--- config.mk ---
export PLATFORM = sky130hd
export DESIGN_NAME = cgr_global_regs
export DESIGN_NICKNAME = d
export VERILOG_FILES = /design/src/cgr_pkg.sv /design/src/cgr_test_bank.sv /design/src/cgr_global_regs.sv
export VERILOG_INCLUDE_DIRS = /design/src /design/src/src
export SDC_FILE = /design/constraint.sdc
export NUM_CORES = 1
export LEC_CHECK = 0
export BUFFER_PORTS_ARGS = -buffer_cell sky130_fd_sc_hd__buf_4
export CORE_MARGIN = 4
export CORE_UTILIZATION = 58
export DETAILED_ROUTE_END_ITERATION = 10
export MAX_ROUTING_LAYER = met4
export PLACE_DENSITY = 0.81
export SLEW_MARGIN = 20
export SYNTH_ARGS = -nofsm -noshare
export SYNTH_HDL_FRONTEND = slang
export SYNTH_HIERARCHICAL = 1
export SYNTH_SLANG_ARGS = --single-unit
--- constraint.sdc ---
create_clock -name i_clk -period 3.2 [get_ports i_clk]
set_clock_uncertainty 0.05 [all_clocks]
set_input_delay 0.16 -clock i_clk [delete_from_list [all_inputs] [get_ports i_clk]]
set_output_delay 0.16 -clock i_clk [all_outputs]
set_load 0.03 [all_outputs]
--- src/cgr_params.svh ---
/*
  Offsets, field positions, masks and reset values of the upper global
  configuration registers. Definitions only; included by the package and
  the design modules.
*/
`ifndef CGR_PARAMS_SVH
`define CGR_PARAMS_SVH

// register indices seen through the index port
`define CGR_OFF_AUTOPM 8'h23
`define CGR_OFF_OSC 8'h24
`define CGR_OFF_RSVD_A 8'h25
`define CGR_OFF_ADDR_LO 8'h26
`define CGR_OFF_ADDR_HI 8'h27
`define CGR_OFF_RSVD_B 8'h28
`define CGR_OFF_RSVD_C 8'h29
`define CGR_OFF_TEST_F 8'h2a
`define CGR_OFF_TEST_D 8'h2b
`define CGR_OFF_TEST_E 8'h2c
`define CGR_OFF_TEST_A 8'h2d
`define CGR_OFF_TEST_B 8'h2e
`define CGR_OFF_TEST_C 8'h2f
`define CGR_TEST_FIRST 8'h2a
`define CGR_TEST_COUNT 6

// writable bit masks
`define CGR_AUTOPM_MASK 8'h79
`define CGR_OSC_MASK 8'h4e
`define CGR_ADDR_LO_MASK 8'hfe

// field positions
`define CGR_PM_FLOPPY 0
`define CGR_PM_PARALLEL 3
`define CGR_PM_SERIAL1 4
`define CGR_PM_SERIAL2 5
`define CGR_PM_MIDI 6
`define CGR_OSC_PLL_OFF 1
`define CGR_OSC_FLD_LO 2
`define CGR_OSC_FLD_HI 3
`define CGR_OSC_QUAL16 6
`define CGR_KBC_HOLD_BIT 6
`define CGR_OSC_STOP_CODE 2'h3

// reset values
`define CGR_AUTOPM_RST 8'h00
`define CGR_OSC_RST 8'h44
`define CGR_ADDR_LO_STRAP0 8'h2e
`define CGR_ADDR_LO_STRAP1 8'h4e
`define CGR_ADDR_HI_RST 8'h00
`define CGR_TEST_RST 8'h00

// index-port decode masks
`define CGR_QUAL12_MASK 16'h0fff
`define CGR_QUAL16_MASK 16'hffff

`endif

--- src/cgr_pkg.sv ---
/*
  Types shared by the global configuration register modules.
  Assumes cgr_params.svh is on the include path.
*/
`include "cgr_params.svh"

package cgr_pkg;
  // one register byte
  typedef logic [7:0] cgr_byte_t;
  // test register image
  typedef logic [`CGR_TEST_COUNT-1:0][7:0] cgr_test_t;

  // state of the main register block
  typedef struct packed {
    cgr_byte_t idx;
    cgr_byte_t autopm;
    cgr_byte_t osc;
    cgr_byte_t addr_lo;
    cgr_byte_t addr_hi;
    logic [15:0] base;
    logic strap_pend;
    cgr_byte_t rdata;
  } cgr_main_s;

  // state of the test register bank
  typedef struct packed {
    cgr_test_t bytes;
  } cgr_test_s;
endpackage

--- src/cgr_test_bank.sv ---
/*
  Six factory test registers, read/write, cleared only by power-on resets.
  Assumes the caller gates writes with configuration mode and index decode.
*/
`timescale 1ns/1ps
`default_nettype none
`include "cgr_params.svh"

module cgr_test_bank
  import cgr_pkg::*;
(
  input wire logic i_clk,
  input wire logic i_rstn,
  input wire logic i_clear,
  input wire logic i_wr,
  input wire logic [2:0] i_sel,
  input wire cgr_pkg::cgr_byte_t i_wdata,
  output cgr_pkg::cgr_test_t o_bytes
);
  import cgr_pkg::*;

  cgr_test_s st; // registered state
  cgr_test_s next_st; // next state

  // next state: power-on clear first, then byte write
  always_comb
  begin
    next_st = st;
    if (i_clear)
    begin
      next_st.bytes = '0;
    end
    else if (i_wr && (i_sel < 3'(`CGR_TEST_COUNT)))
    begin
      next_st.bytes[i_sel] = i_wdata;
    end
  end

  // state register, cleared on main power-on reset
  always_ff @(posedge i_clk or negedge i_rstn)
  begin
    if (!i_rstn)
    begin
      st <= '0;
    end
    else
    begin
      st <= next_st;
    end
  end

  assign o_bytes = st.bytes;
endmodule
`default_nettype wire

--- src/cgr_global_regs.sv ---
/*
  Upper global configuration registers (0x23..0x2f) behind the index and
  data ports, plus the relocatable configuration port decode.
  Assumes: i_rstn is the main-supply power-on reset; standby power-on,
  bus and soft resets arrive as synchronous one-cycle pulses; the strap
  pin and all port strobes are synchronous to i_clk.
*/
// Functional notes
// - autopower enables at bits 0,3,4,5,6
// - autopower clears on three resets; reserved zero
// - osc bit 1 stops the PLL
// - osc code 11 stops oscillator and baud
// - osc bit 6 picks 16-bit qualification
// - osc bits 0,4,5,7 reserved
// - offsets 25,28,29 ignore writes, read zero
// - low address byte, strap default, bit0 zero
// - high address byte defaults to zero
// - base moves on high byte write
// - address reset by bus and main POR only
// - test byte bit 6 holds keyboard controller
// - test registers cleared by power-on resets only
// - access only in configuration mode via index/data
`timescale 1ns/1ps
`default_nettype none
`include "cgr_params.svh"

module cgr_global_regs
  import cgr_pkg::*;
(
  input wire logic i_clk,
  input wire logic i_rstn,
  input wire logic i_standby_por,
  input wire logic i_bus_reset,
  input wire logic i_soft_reset,
  input wire logic i_cfg_strap,
  input wire logic i_cfg_mode,
  input wire logic i_index_wr,
  input wire logic i_data_wr,
  input wire logic i_data_rd,
  input wire cgr_pkg::cgr_byte_t i_wdata,
  input wire logic i_io_valid,
  input wire logic [15:0] i_io_addr,
  output cgr_pkg::cgr_byte_t o_rdata,
  output logic o_floppy_autopm,
  output logic o_parallel_autopm,
  output logic o_serial1_autopm,
  output logic o_serial2_autopm,
  output logic o_midi_autopm,
  output logic o_pll_stop,
  output logic o_osc_stop,
  output logic o_baud_clock_generator_en,
  output logic o_addr16_qual,
  output logic o_kbc_reset,
  output logic [15:0] o_cfg_base,
  output logic o_index_hit,
  output logic o_data_hit
);
  import cgr_pkg::*;

  cgr_main_s st; // registered state
  cgr_main_s next_st; // next state
  cgr_test_t test_bytes; // test register image
  logic wr_ok; // data write accepted
  logic rd_ok; // data read accepted
  logic test_sel; // index points at a test register
  logic [7:0] test_ofs; // index minus first test offset
  logic [15:0] qual_mask; // address bits compared
  logic base_match; // upper address bits equal base
  cgr_byte_t rd_val; // value the index selects
  cgr_byte_t strap_lo; // strap default of low byte

  assign wr_ok = i_cfg_mode && i_data_wr;
  assign rd_ok = i_cfg_mode && i_data_rd;
  assign test_ofs = st.idx - `CGR_TEST_FIRST;
  assign test_sel = (st.idx >= `CGR_TEST_FIRST) && (st.idx <= `CGR_OFF_TEST_C);
  assign strap_lo = i_cfg_strap ? `CGR_ADDR_LO_STRAP1 : `CGR_ADDR_LO_STRAP0;

  // factory test bytes, cleared by either power-on reset
  // POR-only test clear
  cgr_test_bank u_test
  (
    .i_clk(i_clk),
    .i_rstn(i_rstn),
    .i_clear(i_standby_por),
    .i_wr(wr_ok && test_sel),
    .i_sel(test_ofs[2:0]),
    .i_wdata(i_wdata),
    .o_bytes(test_bytes)
  );

  // read multiplexer over the full 8-bit index
  always_comb
  begin
    rd_val = 8'h00;
    unique case (st.idx)
      `CGR_OFF_AUTOPM: rd_val = st.autopm;
      `CGR_OFF_OSC: rd_val = st.osc;
      `CGR_OFF_ADDR_LO: rd_val = st.addr_lo;
      `CGR_OFF_ADDR_HI: rd_val = st.addr_hi;
      default:
      begin
        if (test_sel)
        begin
          rd_val = test_bytes[test_ofs[2:0]];
        end
      end
    endcase
  end

  // next state: resets beat writes
  always_comb
  begin
    next_st = st;
    // index register, full 8 bits
    if (i_cfg_mode && i_index_wr)
    begin
      next_st.idx = i_wdata;
    end
    // register writes through the data port
    if (wr_ok)
    begin
      unique case (st.idx)
        `CGR_OFF_AUTOPM: next_st.autopm = i_wdata & `CGR_AUTOPM_MASK;
        `CGR_OFF_OSC: next_st.osc = i_wdata & `CGR_OSC_MASK;
        `CGR_OFF_ADDR_LO: next_st.addr_lo = i_wdata & `CGR_ADDR_LO_MASK;
        `CGR_OFF_ADDR_HI:
        begin
          next_st.addr_hi = i_wdata;
          next_st.base = {i_wdata, st.addr_lo};
        end
        default: next_st.idx = next_st.idx;
      endcase
    end
    // strap default once after main power-on
    if (st.strap_pend)
    begin
      next_st.strap_pend = 1'b0;
      next_st.addr_lo = strap_lo;
      next_st.base = {`CGR_ADDR_HI_RST, strap_lo};
    end
    // soft reset clears only the index selection
    if (i_soft_reset)
    begin
      next_st.idx = 8'h00;
    end
    if (i_standby_por)
    begin
      next_st.idx = 8'h00;
      next_st.autopm = `CGR_AUTOPM_RST;
      next_st.osc = `CGR_OSC_RST;
    end
    if (i_bus_reset)
    begin
      next_st.idx = 8'h00;
      next_st.autopm = `CGR_AUTOPM_RST;
      next_st.osc = `CGR_OSC_RST;
      next_st.addr_lo = strap_lo;
      next_st.addr_hi = `CGR_ADDR_HI_RST;
      next_st.base = {`CGR_ADDR_HI_RST, strap_lo};
      next_st.strap_pend = 1'b0;
    end
    // read data held until the next accepted read
    if (rd_ok)
    begin
      next_st.rdata = rd_val;
    end
  end

  // state register; main power-on reset loads constants only
  always_ff @(posedge i_clk or negedge i_rstn)
  begin
    if (!i_rstn)
    begin
      st.idx <= 8'h00;
      st.autopm <= `CGR_AUTOPM_RST;
      st.osc <= `CGR_OSC_RST;
      st.addr_lo <= `CGR_ADDR_LO_STRAP0;
      st.addr_hi <= `CGR_ADDR_HI_RST;
      st.base <= {`CGR_ADDR_HI_RST, `CGR_ADDR_LO_STRAP0};
      st.strap_pend <= 1'b1;
      st.rdata <= 8'h00;
    end
    else
    begin
      st <= next_st;
    end
  end

  // function enables straight from the register
  assign o_floppy_autopm = st.autopm[`CGR_PM_FLOPPY];
  assign o_parallel_autopm = st.autopm[`CGR_PM_PARALLEL];
  assign o_serial1_autopm = st.autopm[`CGR_PM_SERIAL1];
  assign o_serial2_autopm = st.autopm[`CGR_PM_SERIAL2];
  assign o_midi_autopm = st.autopm[`CGR_PM_MIDI];
  assign o_pll_stop = st.osc[`CGR_OSC_PLL_OFF];
  assign o_osc_stop = (st.osc[`CGR_OSC_FLD_HI:`CGR_OSC_FLD_LO] == `CGR_OSC_STOP_CODE);
  assign o_baud_clock_generator_en = !o_osc_stop;
  assign o_addr16_qual = st.osc[`CGR_OSC_QUAL16];
  assign o_kbc_reset = test_bytes[`CGR_OFF_TEST_E - `CGR_TEST_FIRST][`CGR_KBC_HOLD_BIT];
  assign o_cfg_base = st.base;
  assign o_rdata = st.rdata;

  assign qual_mask = o_addr16_qual ? `CGR_QUAL16_MASK : `CGR_QUAL12_MASK;
  assign base_match = (((i_io_addr ^ st.base) & qual_mask) >> 1) == 16'h0000;
  assign o_index_hit = i_io_valid && base_match && !i_io_addr[0];
  assign o_data_hit = i_io_valid && base_match && i_io_addr[0];
endmodule
`default_nettype wire

==> results.json <==
{
  "antenna_found_initial": 0,
  "drive_gt1_share_pct": 21.5,
  "m1WireLength_um": 5680,
  "port_buffers": 69,
  "cts_root_buffer": "clkbuf_8",
  "wl_met2_um": 6610,
  "clockBufferDepth": 2,
  "die_width_um": 105,
  "crit_fanout": 10,
  "grt-ovfl-total": 0,
  "cp_slowest_cell": "or4b_1",
  "leakage_nw": 2.82,
  "wire_per_inst_um": 18.6,
  "num_vias": 4174,
  "drtAntennaViolNets": 0,
  "setup-violations-final": 0,
  "layout_common_cells": "dfrtp_1 (93), buf_4 (81), mux2i_1 (78)",
  "via_per_inst": 5.91,
  "start_kind": "flip-flop",
  "slew_violations": 0,
  "max_slew_margin_pct": 28.1,
  "n_antenna_cell": 0,
  "ir_worst_vdd_uv": 198,
  "drt_iter0_drc": 270,
  "grt_pass1_wl_um": 21300,
  "finalCoreUtilization_pct": 66.5,
  "final_common_cell": "dfrtp_1",
  "path_cells": "or4b_4, nor3_1, buf_4, or4b_1, mux2i_1",
  "drc_errors": 0,
  "die_h_um": 105,
  "cp_top_family": "simple AND/OR/NAND/NOR gates",
  "power.density_nw_per_um2": 374,
  "cp.required_ns": 3.43,
  "rsz0062_at_grt": "false",
  "cts.sinks": 104,
  "critPathArrivalTime_ns": 2.83,
  "finalHoldViolCount": 0,
  "path_buf_inv": 1,
  "synth_seq_cells": 104,
  "routed.top_layer": "met4",
  "routabilityCongestion": 0.857,
  "ys_types": 44,
  "cts.repair.resized": 0,
  "wl_met3_um": 688,
  "ys_seq_area_share_pct": 47.6,
  "crit_type": "reg -> reg",
  "dieArea_sq_um": 11100,
  "layout_min_cycle_time_ns": 2.60,
  "drtPass1Iterations": 5,
  "syn-instance-count": 533,
  "postCtsSetupBuffers": 0,
  "dp_hpwl_um": 9430,
  "clk-insertion-delay-late_ns": 0.38,
  "async_flop_share_pct": 100,
  "cap_violations": 0,
  "run_status": "completed",
  "synth_edf_count": 0,
  "total_power_mw": 2.30,
  "yosys_warnings": 6,
  "cts_tree": "yes",
  "holdBufCountCts": 4,
  "rows": 35,
  "cts_buffers": 9,
  "worst_slew_pin_slew_ns": 1.07,
  "fin_crit_sh_pct": 81.2,
  "grt_max_degree": 63,
  "netlist_area_sq_um": 5490,
  "htreeDepth": 3,
  "syn_area_per_cell_sq_um": 10.3,
  "grt_pass1_vias": 4131,
  "core-area_sq_um": 9240,
  "totalWireLength_um": 13100,
  "end_kind": "flip-flop",
  "slowest_delay_ns": 0.71,
  "grt.total_usage_pct": 24.6,
  "hp-class": "in -> reg",
  "start_util_pct": 59.4,
  "synthFlopType": "dfrtp_1",
  "fin_tns_setup_ns": 0,
  "area_growth_pct": 11.9,
  "nNetsFinal": 607,
  "fmax_ghz": 0.385,
  "io_pins": 71,
  "path_clk_slew_ns": 0.11
}
==> cells by family after synthesis <==
| kind of cell | Yosys count | synth area share [%] |
|---|---|---|
| AO/OA/AOI/OAI | 68 | 7.20 |
| flip-flops | 104 | 47.6 |
| AND/OR/NAND/NOR | 198 | 19.6 |
| multiplexers | 86 | 16.5 |
| other | 1 | 0.0683 |
| buffers and inverters | 61 | 6.67 |
| XOR/XNOR | 15 | 2.39 |
==> cell type report <==
type | count | area [sq um]
fill | 712 | 3090
sequential | 104 | 2620
multi-input combinational | 369 | 2520
timing repair buffer | 85 | 648
tap | 129 | 161
clock buffer | 10 | 128
clock inverter | 6 | 62.6
inverter | 3 | 11.3
==> layer usage <==
layer,track usage [%],vias up
li1,-,1897
met1,33.4,2117
met2,38.9,144
met3,4.47,16
met4,5.34,0
met5,-,-
==> flip-flops by register name, indices dropped and copies added (netlist names) <==
signal / count
o_rdata: 8
o_serial2_autopm: 1
o_serial1_autopm: 1
o_addr16_qual: 1
u_test/o_bytes: 48
o_midi_autopm: 1
st: 26
o_pll_stop: 1
o_cfg_base: 15
o_parallel_autopm: 1
o_floppy_autopm: 1
==> final timing paths <==
check	cells past startpoint	startpoint	to	slack [ns]
hold / removal	3	i_wdata[4]	o_serial1_autopm	0.02
max in group asynchronous	3	i_rstn	o_addr16_qual	1.86
setup reg to reg	5	st[64]	u_test/o_bytes[3]	0.60
setup / recovery	5	st[64]	u_test/o_bytes[3]	0.60
hold reg to reg	2	st[34]	o_cfg_base[1]	0.46
min in group asynchronous	2	i_rstn	u_test/o_bytes[14]	0.35
==> stage by stage <==
stage | hold slack [ns] | setup WS (ns) | std cells | area (sq um)
5_1_grt | 0.0150 | 0.536 | 706 | 6150
6_report | 0.0179 | 0.603 | 706 | 6150
3_3_place_gp | 0.235 | 0.760 | 686 | 5920
2_1_floorplan | -0.186 | 0.875 | 534 | 5500
3_5_place_dp | 0.245 | 0.666 | 686 | 5920
4_1_cts | 0.0154 | 0.602 | 706 | 6150
==> where the power goes <==
| part | leakage, nW | switching, mW | internal, mW | total, mW |
|---|---|---|---|---|
| Sequential | 1.41 | 0.00666 | 1.32 | 1.33 |
| Combinational | 1.31 | 0.104 | 0.0640 | 0.168 |
| Clock | 0.0965 | 0.494 | 0.306 | 0.799 |
| Total | 2.82 | 0.605 | 1.69 | 2.30 |
==> synthesized netlist by cell type, types with 5 or more instances <==
library cell | number | share of area [%]
buf_2 | 8 | 0.73
mux2_2 | 5 | 1.0
nand3_1 | 22 | 2.0
nor2_1 | 15 | 1.0
nor3_1 | 6 | 0.55
buf_4 | 24 | 3.3
nand2_1 | 71 | 4.9
mux2i_1 | 78 | 14
xor2_1 | 12 | 1.9
clkbuf_1 | 19 | 1.3
a21oi_1 | 30 | 2.7
o22ai_1 | 7 | 0.80
o21ai_0 | 15 | 1.4
dfstp_2 | 11 | 5.3
nand2b_1 | 59 | 6.7
dfrtp_1 | 93 | 42
buf_6 | 5 | 1.0
a22oi_1 | 7 | 0.96
==> worst register-to-register path: stages, from the launching register on <==
cell,delay [ns]
dfrtp_1,0.40
or4b_4,0.65
nor3_1,0.24
buf_4,0.18
or4b_1,0.71
mux2i_1,0.28
Power figures use the tool's default switching activity.
